==> src/verilog/eepc_pkg.sv <==
// Purpose: Constants and types for the EEPROM program/erase control block
// Assumes: AHB-Lite register access, 32-bit data, one register per word
// Notes: Option values are hard-wired parameters of the top module
package eepc_pkg;
    // Option and config locations are word indices; the bus byte address is four times that
    localparam logic [15:0] EEPC_IDX_OPTION_B = 16'h003F;
    localparam logic [15:0] EEPC_IDX_DIV_OPT_HIGH = 16'hFE10;
    localparam logic [15:0] EEPC_IDX_DIV_OPT_LOW = 16'hFE11;
    localparam logic [15:0] EEPC_IDX_NV_CONFIG = 16'hFE1C;
    // Register byte addresses
    localparam logic [17:0] EEPC_ADDR_OPTION_B = {EEPC_IDX_OPTION_B, 2'b00};
    localparam logic [17:0] EEPC_ADDR_DIV_OPT_HIGH = {EEPC_IDX_DIV_OPT_HIGH, 2'b00};
    localparam logic [17:0] EEPC_ADDR_DIV_OPT_LOW = {EEPC_IDX_DIV_OPT_LOW, 2'b00};
    localparam logic [17:0] EEPC_ADDR_NV_CONFIG = {EEPC_IDX_NV_CONFIG, 2'b00};
    localparam logic [17:0] EEPC_ADDR_CONTROL = 18'h00040;
    localparam logic [17:0] EEPC_ADDR_ARRAY_CONFIG = 18'h00044;
    localparam logic [17:0] EEPC_ADDR_DIV_HIGH = 18'h00048;
    localparam logic [17:0] EEPC_ADDR_DIV_LOW = 18'h0004C;
    localparam logic [17:0] EEPC_ADDR_CAPTURE = 18'h00050;
    localparam logic [17:0] EEPC_ADDR_STATUS = 18'h00054;
    localparam logic [17:0] EEPC_ADDR_MONITOR = 18'h00058;
    // Array window
    localparam logic [15:0] EEPC_ARRAY_BASE = 16'h0800;
    localparam logic [15:0] EEPC_ARRAY_LAST = 16'h09FF;
    localparam int EEPC_BLOCK_SHIFT = 7;
    // Control register bit positions
    localparam int EEPC_CTL_SPARE = 7;
    localparam int EEPC_CTL_POWER_OFF = 6;
    localparam int EEPC_CTL_OP_HIGH = 5;
    localparam int EEPC_CTL_OP_LOW = 4;
    localparam int EEPC_CTL_LATCH = 3;
    localparam int EEPC_CTL_AUTO = 1;
    localparam int EEPC_CTL_ENABLE = 0;
    // Array configuration and divider high register layout
    localparam int EEPC_CFG_PROTECT = 4;
    localparam int EEPC_DIV_SECD = 7;
    // Option byte B bit positions
    localparam int EEPC_OPT_DIV_CLK = 3;
    localparam int EEPC_OPT_SEC = 2;
    localparam int EEPC_OPT_MON_SEC = 1;
    // Reset values
    localparam logic [7:0] EEPC_NV_CONFIG_RESET = 8'h10;
    // Pulse lengths in 35 us ticks
    localparam logic [7:0] EEPC_TICKS_PROGRAM = 8'h10;
    localparam logic [7:0] EEPC_TICKS_BYTE_ERASE = 8'h10;
    localparam logic [7:0] EEPC_TICKS_BLOCK_ERASE = 8'h20;
    localparam logic [7:0] EEPC_TICKS_BULK_ERASE = 8'h40;

    typedef enum logic [1:0] {
        EEPC_OP_BYTE_PROGRAM = 2'b00,
        EEPC_OP_BYTE_ERASE = 2'b01,
        EEPC_OP_BLOCK_ERASE = 2'b10,
        EEPC_OP_BULK_ERASE = 2'b11
    } eepc_op_type;

    typedef enum logic [1:0] {
        EEPC_IDLE = 2'b00,
        EEPC_PULSE = 2'b01,
        EEPC_DONE = 2'b10
    } eepc_phase_type;

    typedef struct packed {
        logic valid;
        logic write;
        logic [17:0] addr;
    } eepc_req_type;

    typedef struct packed {
        logic spare;
        logic power_off;
        eepc_op_type op;
        logic latch;
        logic auto_end;
        logic enable;
    } eepc_ctl_type;

    typedef struct packed {
        logic pump_on;
        logic array_off;
        logic array_blocked;
        eepc_op_type op;
        logic [15:0] addr;
        logic [7:0] data;
    } eepc_array_type;

    typedef struct packed {
        eepc_req_type req;
        eepc_ctl_type ctl;
        logic [7:0] acfg;
        logic [7:0] nv_cfg;
        logic [10:0] divisor;
        logic div_secd;
        logic [15:0] cap_addr;
        logic [7:0] cap_data;
        logic cap_valid;
        logic [10:0] div_count;
        logic [7:0] tick_count;
        eepc_phase_type phase;
        logic done_flag;
        logic [31:0] rdata;
        logic [1:0] mon_sync;
        logic mon_unlock;
    } eepc_state_type;
endpackage : eepc_pkg

==> src/verilog/eepc_top.sv <==
// Purpose: EEPROM program/erase control registers and timebase, AHB-Lite slave
// Assumes: Single whole-word transfers; zero wait states; response always OKAY
// Notes: Array writes land in the capture latch; pump and array pins drive the macro
// Notes on behaviour
// RULE1: Power-off bit disables array; reset clears it
// RULE2: Operation select picks program, byte/block/bulk erase
// RULE3: Block-protect bit blocks program/erase in block
// RULE4: Latch bit captures array write address and data
// RULE5: Latch clear ignored while enable set
// RULE6: Clearing both clears only enable bit
// RULE7: Auto mode clears enable when timer ends
// RULE8: Pump on only with latch and capture
// RULE9: Reset clears enable, power, select, latch
// RULE10: Array configuration read-only, loaded from config byte
// RULE11: Protection bit matters only with security option
// RULE12: Config byte programmed like ordinary array byte
// RULE13: Divide reference by 11-bit divisor for tick
// RULE14: Divider registers load from option bytes
// RULE15: Security-disable zero locks divider registers
// RULE16: Divisor readable; writable only unlatched, unlocked
// RULE17: Software picks divisor from reference frequency
// RULE18: Clock-select option picks bus or oscillator clock
// RULE19: Security follows config protect bit when enabled
// RULE20: Monitor security blocks array without code
// RULE21: Option registers are read-only constants
// RULE22: Spare bit is plain storage
// RULE23: Enable refused without latch and valid capture
// RULE24: Later captures overwrite earlier ones
// RULE25: Block protect updates on reset or config read
// RULE26: Auto timer counts 35 us ticks
`timescale 1ns/100ps
module eepc_top
    import eepc_pkg::*;
#(
    parameter logic [7:0] OPTION_B = 8'h00,
    parameter logic [7:0] DIV_OPTION_HIGH = 8'h80,
    parameter logic [7:0] DIV_OPTION_LOW = 8'h8C
) (
    // Bus clock and reset
    input wire logic hclk,
    input wire logic hresetn,
    // AHB-Lite slave
    input wire logic hsel,
    input wire logic [31:0] haddr,
    input wire logic [1:0] htrans,
    input wire logic hwrite,
    input wire logic [2:0] hsize,
    input wire logic [31:0] hwdata,
    input wire logic hready,
    output logic hreadyout,
    output logic hresp,
    output logic [31:0] hrdata,
    // Chip context
    input wire logic osc_clock_tick,
    input wire logic monitor_mode,
    input wire logic monitor_code_ok,
    // Array macro control
    output eepc_array_type array_ctl,
    output logic tick_35us
);
    eepc_state_type s;
    eepc_state_type next_s;

    logic [17:0] a;
    logic in_array;
    logic in_nv;
    logic [1:0] blk;
    logic blk_protected;
    logic security_on;
    logic access_blocked;
    logic [7:0] wbyte;
    logic [7:0] next_ctl_bits;
    logic div_unlock;
    logic ref_tick;
    logic [7:0] pulse_len;

    assign a = s.req.addr;
    assign wbyte = hwdata[7:0];
    assign in_array = (a[17:16] == 2'b00) && (a[15:0] >= EEPC_ARRAY_BASE)
        && (a[15:0] <= EEPC_ARRAY_LAST);
    // Config byte is a valid target for the same latch sequence
    assign in_nv = (a == EEPC_ADDR_NV_CONFIG); // RULE12
    assign blk = 2'(16'(a[15:0] - EEPC_ARRAY_BASE) >> EEPC_BLOCK_SHIFT);
    assign blk_protected = in_array && s.acfg[blk]; // RULE3
    assign security_on = OPTION_B[EEPC_OPT_SEC] && !s.acfg[EEPC_CFG_PROTECT]; // RULE11 RULE19
    // Monitor mode is taken from another domain, hence the synchroniser
    assign access_blocked = OPTION_B[EEPC_OPT_MON_SEC] && s.mon_sync[1]
        && !s.mon_unlock; // RULE20
    assign div_unlock = !s.ctl.latch && s.div_secd; // RULE15 RULE16
    // Bus clock when option is 1, else oscillator enable pulse
    assign ref_tick = OPTION_B[EEPC_OPT_DIV_CLK] ? 1'b1 : osc_clock_tick; // RULE18

    always_comb begin
        case (s.ctl.op)
            EEPC_OP_BYTE_PROGRAM: pulse_len = EEPC_TICKS_PROGRAM;
            EEPC_OP_BYTE_ERASE: pulse_len = EEPC_TICKS_BYTE_ERASE;
            EEPC_OP_BLOCK_ERASE: pulse_len = EEPC_TICKS_BLOCK_ERASE;
            default: pulse_len = EEPC_TICKS_BULK_ERASE;
        endcase
    end

    always_comb begin
        next_s = s;
        next_ctl_bits = wbyte;
        next_s.done_flag = s.done_flag;
        // Address phase capture
        next_s.req.valid = hsel && hready && htrans[1];
        next_s.req.write = hwrite;
        next_s.req.addr = haddr[17:0];
        next_s.mon_sync = {s.mon_sync[0], monitor_mode};
        if (!s.mon_sync[1]) begin
            next_s.mon_unlock = 1'b0;
        end else if (monitor_code_ok) begin
            next_s.mon_unlock = 1'b1;
        end
        // Timebase divider
        next_s.tick_count = s.tick_count;
        if (ref_tick) begin
            if (s.div_count + 11'h001 >= s.divisor) begin
                next_s.div_count = 11'h000; // RULE13
            end else begin
                next_s.div_count = 11'(s.div_count + 11'h001);
            end
        end
        // Pulse timer
        case (s.phase)
            EEPC_IDLE: begin
                if (s.ctl.enable) begin
                    next_s.phase = EEPC_PULSE;
                    next_s.tick_count = 8'h00;
                end
            end
            EEPC_PULSE: begin
                if (!s.ctl.enable) begin
                    next_s.phase = EEPC_IDLE;
                end else if (tick_35us) begin
                    next_s.tick_count = 8'(s.tick_count + 8'h01); // RULE26
                    if (8'(s.tick_count + 8'h01) >= pulse_len) begin
                        next_s.phase = EEPC_DONE;
                    end
                end
            end
            EEPC_DONE: begin
                if (s.ctl.auto_end) begin
                    next_s.ctl.enable = 1'b0; // RULE7
                    next_s.done_flag = 1'b1;
                end
                if (!s.ctl.enable || s.ctl.auto_end) begin
                    next_s.phase = EEPC_IDLE;
                end
            end
            default: next_s.phase = EEPC_IDLE;
        endcase
        // Data phase
        next_s.rdata = 32'h0000_0000;
        if (s.req.valid && s.req.write) begin
            if ((in_array || in_nv) && s.ctl.latch && !access_blocked) begin
                // Config byte is held by its index so it fits the array address field
                next_s.cap_addr = in_nv ? EEPC_IDX_NV_CONFIG : a[15:0]; // RULE4 RULE24
                next_s.cap_data = wbyte;
                next_s.cap_valid = 1'b1;
            end
            case (a)
                EEPC_ADDR_CONTROL: begin
                    next_s.ctl.spare = next_ctl_bits[EEPC_CTL_SPARE]; // RULE22
                    next_s.ctl.power_off = next_ctl_bits[EEPC_CTL_POWER_OFF]; // RULE1
                    // Mode is frozen while the pump runs
                    if (!s.ctl.enable) begin
                        next_s.ctl.op = eepc_op_type'(wbyte[EEPC_CTL_OP_HIGH:EEPC_CTL_OP_LOW]);
                    end
                    next_s.ctl.auto_end = wbyte[EEPC_CTL_AUTO];
                    if (wbyte[EEPC_CTL_LATCH] || !s.ctl.enable) begin
                        next_s.ctl.latch = wbyte[EEPC_CTL_LATCH]; // RULE5 RULE6
                    end
                    if (!wbyte[EEPC_CTL_LATCH]) begin
                        next_s.cap_valid = s.ctl.enable ? s.cap_valid : 1'b0;
                    end
                    if (!wbyte[EEPC_CTL_ENABLE]) begin
                        next_s.ctl.enable = 1'b0;
                    end else if (s.ctl.latch && s.cap_valid) begin
                        next_s.ctl.enable = 1'b1; // RULE23
                    end
                    // Completion in the same cycle wins over the clear
                    if (wbyte[EEPC_CTL_ENABLE] && s.phase != EEPC_DONE) begin
                        next_s.done_flag = 1'b0;
                    end
                end
                EEPC_ADDR_DIV_HIGH: begin
                    if (div_unlock) begin
                        next_s.div_secd = wbyte[EEPC_DIV_SECD];
                        next_s.divisor[10:8] = wbyte[2:0];
                    end
                end
                EEPC_ADDR_DIV_LOW: begin
                    if (div_unlock) begin
                        next_s.divisor[7:0] = wbyte;
                    end
                end
                default: begin
                end
            endcase
        end
        // Config byte program/erase completes when the pulse ends
        if (s.phase == EEPC_DONE && s.cap_addr == EEPC_IDX_NV_CONFIG) begin
            if (s.ctl.op == EEPC_OP_BYTE_PROGRAM) begin
                next_s.nv_cfg = s.nv_cfg & s.cap_data; // RULE12
            end else if (s.ctl.op == EEPC_OP_BYTE_ERASE) begin
                next_s.nv_cfg = 8'hFF;
            end
        end
        // Read data is launched in the address phase so it stands in the data phase;
        // it looks at next_s so a write whose data phase ends now is already seen
        if (hsel && hready && htrans[1] && !hwrite) begin
            case (haddr[17:0])
                EEPC_ADDR_OPTION_B: next_s.rdata[7:0] = OPTION_B; // RULE21
                EEPC_ADDR_DIV_OPT_HIGH: next_s.rdata[7:0] = DIV_OPTION_HIGH;
                EEPC_ADDR_DIV_OPT_LOW: next_s.rdata[7:0] = DIV_OPTION_LOW;
                EEPC_ADDR_NV_CONFIG: begin
                    next_s.rdata[7:0] = next_s.nv_cfg;
                    next_s.acfg = next_s.nv_cfg; // RULE25
                end
                EEPC_ADDR_CONTROL: next_s.rdata[7:0] = {next_s.ctl.spare,
                    next_s.ctl.power_off, next_s.ctl.op, next_s.ctl.latch, 1'b0,
                    next_s.ctl.auto_end, next_s.ctl.enable};
                EEPC_ADDR_ARRAY_CONFIG: next_s.rdata[7:0] = next_s.acfg; // RULE10
                EEPC_ADDR_DIV_HIGH: next_s.rdata[7:0] = {next_s.div_secd, 4'h0,
                    next_s.divisor[10:8]};
                EEPC_ADDR_DIV_LOW: next_s.rdata[7:0] = next_s.divisor[7:0]; // RULE16
                EEPC_ADDR_CAPTURE: next_s.rdata = {7'h00, next_s.cap_valid,
                    next_s.cap_data, next_s.cap_addr};
                EEPC_ADDR_STATUS: next_s.rdata = {27'h0, access_blocked, security_on,
                    next_s.done_flag, next_s.phase};
                default: next_s.rdata = 32'h0000_0000;
            endcase
        end
    end

    always_ff @(posedge hclk or negedge hresetn) begin
        if (!hresetn) begin
            s <= '0; // RULE9
            s.acfg <= EEPC_NV_CONFIG_RESET; // RULE10
            s.nv_cfg <= EEPC_NV_CONFIG_RESET;
            s.divisor <= {DIV_OPTION_HIGH[2:0], DIV_OPTION_LOW}; // RULE14
            s.div_secd <= DIV_OPTION_HIGH[EEPC_DIV_SECD];
        end else begin
            s <= next_s;
        end
    end

    assign tick_35us = ref_tick && (s.div_count + 11'h001 >= s.divisor);
    assign hreadyout = 1'b1;
    assign hresp = 1'b0;
    assign hrdata = s.rdata;

    always_comb begin
        array_ctl.pump_on = s.ctl.enable && s.ctl.latch && s.cap_valid
            && !blk_protected && !access_blocked; // RULE8 RULE3
        if (s.cap_addr >= EEPC_ARRAY_BASE && s.cap_addr <= EEPC_ARRAY_LAST) begin
            array_ctl.pump_on = array_ctl.pump_on
                && !s.acfg[2'(16'(s.cap_addr - EEPC_ARRAY_BASE) >> EEPC_BLOCK_SHIFT)];
        end
        array_ctl.array_off = s.ctl.power_off; // RULE1
        array_ctl.array_blocked = access_blocked;
        array_ctl.op = s.ctl.op; // RULE2
        array_ctl.addr = s.cap_addr;
        array_ctl.data = s.cap_data;
    end
endmodule : eepc_top
==> config.mk <==
export PLATFORM = sky130hd
export DESIGN_NAME = eepc_top
export DESIGN_NICKNAME = d
export VERILOG_FILES = /design/src/verilog/eepc_pkg.sv /design/src/verilog/eepc_top.sv
export SDC_FILE = /design/constraint.sdc
export NUM_CORES = 1
export LEC_CHECK = 0
export BUFFER_PORTS_ARGS = -buffer_cell sky130_fd_sc_hd__buf_2
export CAP_MARGIN = 20
export CORE_ASPECT_RATIO = 2
export CORE_MARGIN = 2
export CORE_UTILIZATION = 55
export DETAILED_ROUTE_END_ITERATION = 10
export PLACE_DENSITY_LB_ADDON = 0.08
export SLEW_MARGIN = 10
export SYNTH_ARGS = -nofsm -noshare
export SYNTH_HDL_FRONTEND = slang
export SYNTH_SLANG_ARGS = --single-unit
==> constraint.sdc <==
create_clock -name hclk -period 3.3 [get_ports hclk]
set_input_delay 0.825 -clock hclk [delete_from_list [all_inputs] [get_ports hclk]]
set_output_delay 0.825 -clock hclk [all_outputs]
set_load 0.01 [all_outputs]
==> flow_summary.yaml <==
status:
  run_status: "finished with violations"
  violations: "negative setup slack"
finish:
  final_layout_size_suffix_gt1_frac: 0.3218
  area_growth_from_synthesis_to_final_layout_pct: 19.70
  utilization: 0.6681
  final_instance_area_sq_um: 7724
  total_number_of_nets_in_the_final_design: 801
  insertedDiodeCount: 0
cts:
  cts_root_buf: "sky130_fd_sc_hd__clkbuf_16"
  cts_tree: "yes"
  clock_latency_ns: 0.42
  clk_transition_reported_paths_ns: 0.06
  clock_tree.buffer_depth: 2
  htree_levels: 4
  numCtsBuffers: 17
  clock-sinks: 127
run:
  max_cap_violations: 0
critical_path:
  crit_path_max_fanout: 4
  crit_path_launch_type: "register"
  critical_path.endpoint_type: "output port"
  criticalPathCategory: "reg2out"
  critPathRequiredTime_ns: 2.47
  cp.arrival_ns: 2.62
detailed_routing:
  detail_route.iter0.violations: 319
  route.antenna.remaining_nets: 0
  drt-vias-per-instance: 5.746
  route.detailed.drc: 0
  drt_wl_total_mm: 15.43
  routed-via-count: 4976
  drt_first_pass_iters: 6
  avgRoutedWirePerCell_microns: 17.82
sta:
  worst_setup_slack_final_ns: -0.1402
  clock_skew_ns: 0.008565
  final-hold-violation-count: 0
  achievable-frequency_ghz: 0.2907
  pins_over_their_slew_limit: 0
  setup_violations: 1
  fin_crit_sh: 1.042
  max_slew_margin: 0.6231
  timing.hold.ws_ns: 0.3743
  fin_crit_ns: 3.440
  worstMarginPinSlew_ns: 0.5653
  unrepaired_setup_endpoints_after_global_routing: "true"
synthesis:
  synth.area.mux_share: 0.04111
  area_share_of_xor_xnor_cells_in_the_synthesized_design: 0.01900
  netlist_area_sq_um: 6452
  ys_async_sr_fraction: 1.000
  combinational_family_with_the_most_area_after_synthesis: "simple AND/OR/NAND/NOR gates"
  yosys_register_bits: 127
  synthesis.instances: 634
  synthDistinctLibCells: 74
  synth.top_cells.by_area: "sky130_fd_sc_hd__dfrtp_1 (47%), sky130_fd_sc_hd__buf_4 (7.2%), sky130_fd_sc_hd__nand2_1 (5.1%)"
  post-synth-top-area-cell: "sky130_fd_sc_hd__dfrtp_1"
  synthDominantCellAreaShare: 0.4693
  synth_area_per_cell_sq_um: 10.18
  area_share_of_fa_ha_maj_cells_after_synthesis: 0.03103
  synth_compound_area_frac: 0.1200
  synth_enable_flop_cells: 0
  synth-seq-area-share: 0.4937
  synth_simple_gate_area_share: 0.1900
  count_of_synthesis_stage_warnings_from_yosys: 0
  commonest_register_cell_after_synthesis: "sky130_fd_sc_hd__dfrtp_1"
floorplanning:
  rows: 56
  die-area_sq_um: 12670
  ios: 141
  die_span_x_microns: 80.59
  core_sq_um: 11560
  initial_utilization: 0.5581
  floorplan.die.height_microns: 157.2
global_routing:
  aggregate_global_routing_overflow: 0
  largest_net_degree_at_the_start_of_global_routing: 59
  grt_pass1_wl_mm: 24.58
  initial_antenna_violation_count: 0
  first_global_vias: 4885
  total_grt_usage: 0.2605
power_and_ir_drop:
  power.density_nw_per_um2: 541.2
  ir_worst_vdd_v: 0.0003958
  switchingPower_uw: 1038
  total_power_uw: 4180
  pwr-share-clk: 0.470
  power.internal_uw: 3142
  combinationalPowerShare: 0.120
  total_leakage_power_uw: 0.003803
  p_seq_frac: 0.410
  netSwitchingFraction: 0.2484
placed_design:
  routabilityCongestion: 0.8759
  dpl_worst_slack_ns: 0.06098
  dp_hpwl_mm: 11.11
  port_buffers: 86
  area_post_placement_sq_um: 6740
worst_hold_path:
  classification_of_the_worst_slack_hold_path: "in2async"
## worst paths after layout
kind	from	endpoint	slack (ns)	cells after the start
worst max-delay path	s[49]	tick_35us	-0.14	12
worst min-delay path	hresetn	hrdata[13]	0.37	1
worst max register to register	s[49]	hrdata[1]	0.14	16
worst min register to register	s[82]	s[82]	0.48	1
max in group asynchronous	hresetn	s[90]	2.10	2
min in group hclk	s[82]	s[82]	0.48	1
## sequential cells by signal, summed over array words and instances (netlist names)
name / count
a: 18
array_ctl: 27
hrdata: 25
s: 57
## final cells by class
| cell class | count | area, sq um |
|---|---|---|
| Timing Repair Buffer | 127 | 767.0 |
| Inverter | 34 | 128.9 |
| Tap cell | 145 | 181.4 |
| Sequential cell | 127 | 3191 |
| Clock inverter | 13 | 190.2 |
| Fill cell | 932 | 3837 |
| Clock buffer | 19 | 432.9 |
| Multi-Input combinational cell | 401 | 2833 |
## synthesized netlist by cell type (3+ instances only)
cell and number:
sky130_fd_sc_hd__xnor2_1 11, sky130_fd_sc_hd__nand3b_1 3, sky130_fd_sc_hd__clkbuf_1 14, sky130_fd_sc_hd__nor2_1 9, sky130_fd_sc_hd__a21oi_1 17, sky130_fd_sc_hd__mux2_2 16
sky130_fd_sc_hd__and2_1 4, sky130_fd_sc_hd__mux2i_1 4, sky130_fd_sc_hd__ha_1 16, sky130_fd_sc_hd__o31ai_1 4, sky130_fd_sc_hd__a22o_1 4, sky130_fd_sc_hd__or2_2 3
sky130_fd_sc_hd__nor2b_1 5, sky130_fd_sc_hd__a222oi_1 6, sky130_fd_sc_hd__nand4_1 7, sky130_fd_sc_hd__nand3_1 27, sky130_fd_sc_hd__and3_1 24, sky130_fd_sc_hd__nor3_1 10
sky130_fd_sc_hd__dfrtp_1 121, sky130_fd_sc_hd__o21ai_0 37, sky130_fd_sc_hd__nor4_1 8, sky130_fd_sc_hd__and4_1 5, sky130_fd_sc_hd__o31a_1 3, sky130_fd_sc_hd__buf_4 62
sky130_fd_sc_hd__o211ai_1 3, sky130_fd_sc_hd__o21a_1 5, sky130_fd_sc_hd__a31oi_1 4, sky130_fd_sc_hd__nand2_1 87, sky130_fd_sc_hd__a211oi_1 3, sky130_fd_sc_hd__nand2b_1 9
sky130_fd_sc_hd__or3_1 3, sky130_fd_sc_hd__a21o_1 4, sky130_fd_sc_hd__inv_1 33, sky130_fd_sc_hd__dfstp_2 6, sky130_fd_sc_hd__xor2_1 3
## logic make-up after synthesis
kind of cell | count (synthesis)
XOR/XNOR | 14
buffers and inverters | 114
other | 2
multiplexers | 22
adder cells (fa/ha/maj) | 16
AO/OA/AOI/OAI | 113
AND/OR/NAND/NOR | 226
flip-flops | 127
## what timing repair did
item | CTS | global route
hold buffers | 0 | 0
pin swaps | 13 | 17
setup buffers | 9 | 9
gates resized for setup | 27 | 17
setup endpoints to repair | 1 | 2
## cells in the final DEF (no fill, tap or decap), types with 7 or more instances in the layout
cell type	n
sky130_fd_sc_hd__inv_1	32
sky130_fd_sc_hd__buf_4	39
sky130_fd_sc_hd__nor3_1	10
sky130_fd_sc_hd__ha_1	14
sky130_fd_sc_hd__a21oi_1	15
sky130_fd_sc_hd__mux2_2	16
sky130_fd_sc_hd__nor2_1	8
sky130_fd_sc_hd__clkinvlp_4	7
sky130_fd_sc_hd__and3_1	19
sky130_fd_sc_hd__nand2b_1	9
sky130_fd_sc_hd__conb_1	10
sky130_fd_sc_hd__buf_2	84
sky130_fd_sc_hd__nand3_1	22
sky130_fd_sc_hd__nor4_1	7
sky130_fd_sc_hd__clkbuf_16	17
sky130_fd_sc_hd__nand2_1	87
sky130_fd_sc_hd__dfrtp_1	117
sky130_fd_sc_hd__o21ai_0	36
sky130_fd_sc_hd__nand4_1	7
## power by group through the flow
stage	Clock, uW	Sequential [uW]	Combinational (uW)
global placement	0	1730	356
finish	1960	1710	501
CTS	1980	1710	447
global route	2050	1720	551
floorplan	0	1720	224
detailed placement	0	1730	372
## routing by layer
metal / track usage / vias up / share of wire
li1: - / 2344 / -
met4: 0.1073 / 0 / 0.027
met5: 0 / - / 0
met2: 0.4460 / 163 / 0.52
met1: 0.3146 / 2441 / 0.40
met3: 0.05447 / 28 / 0.045
## critical path: stages, from the launching register on
cell and delay (ns):
sky130_fd_sc_hd__dfrtp_1 0.37, sky130_fd_sc_hd__and3_4 0.22, sky130_fd_sc_hd__and3_4 0.24, sky130_fd_sc_hd__nand3_2 0.11
sky130_fd_sc_hd__xnor2_2 0.16, sky130_fd_sc_hd__ha_1 0.30, sky130_fd_sc_hd__and3_4 0.20, sky130_fd_sc_hd__buf_6 0.10
sky130_fd_sc_hd__nand2_1 0.05, sky130_fd_sc_hd__o22ai_2 0.18, sky130_fd_sc_hd__nor2_2 0.07, sky130_fd_sc_hd__inv_2 0.07
sky130_fd_sc_hd__buf_6 0.10
## through the flow
| stage | std cells | TNS [ns] |
|---|---|---|
| 2_1_floorplan | 642 | 0 |
| 3_3_place_gp | 816 | 0 |
| 3_5_place_dp | 816 | 0 |
| 4_1_cts | 857 | -0.1802 |
| 5_1_grt | 866 | -0.3025 |
| 6_report | 866 | -0.1402 |
No activity file was read; power rests on OpenSTA's default activity.
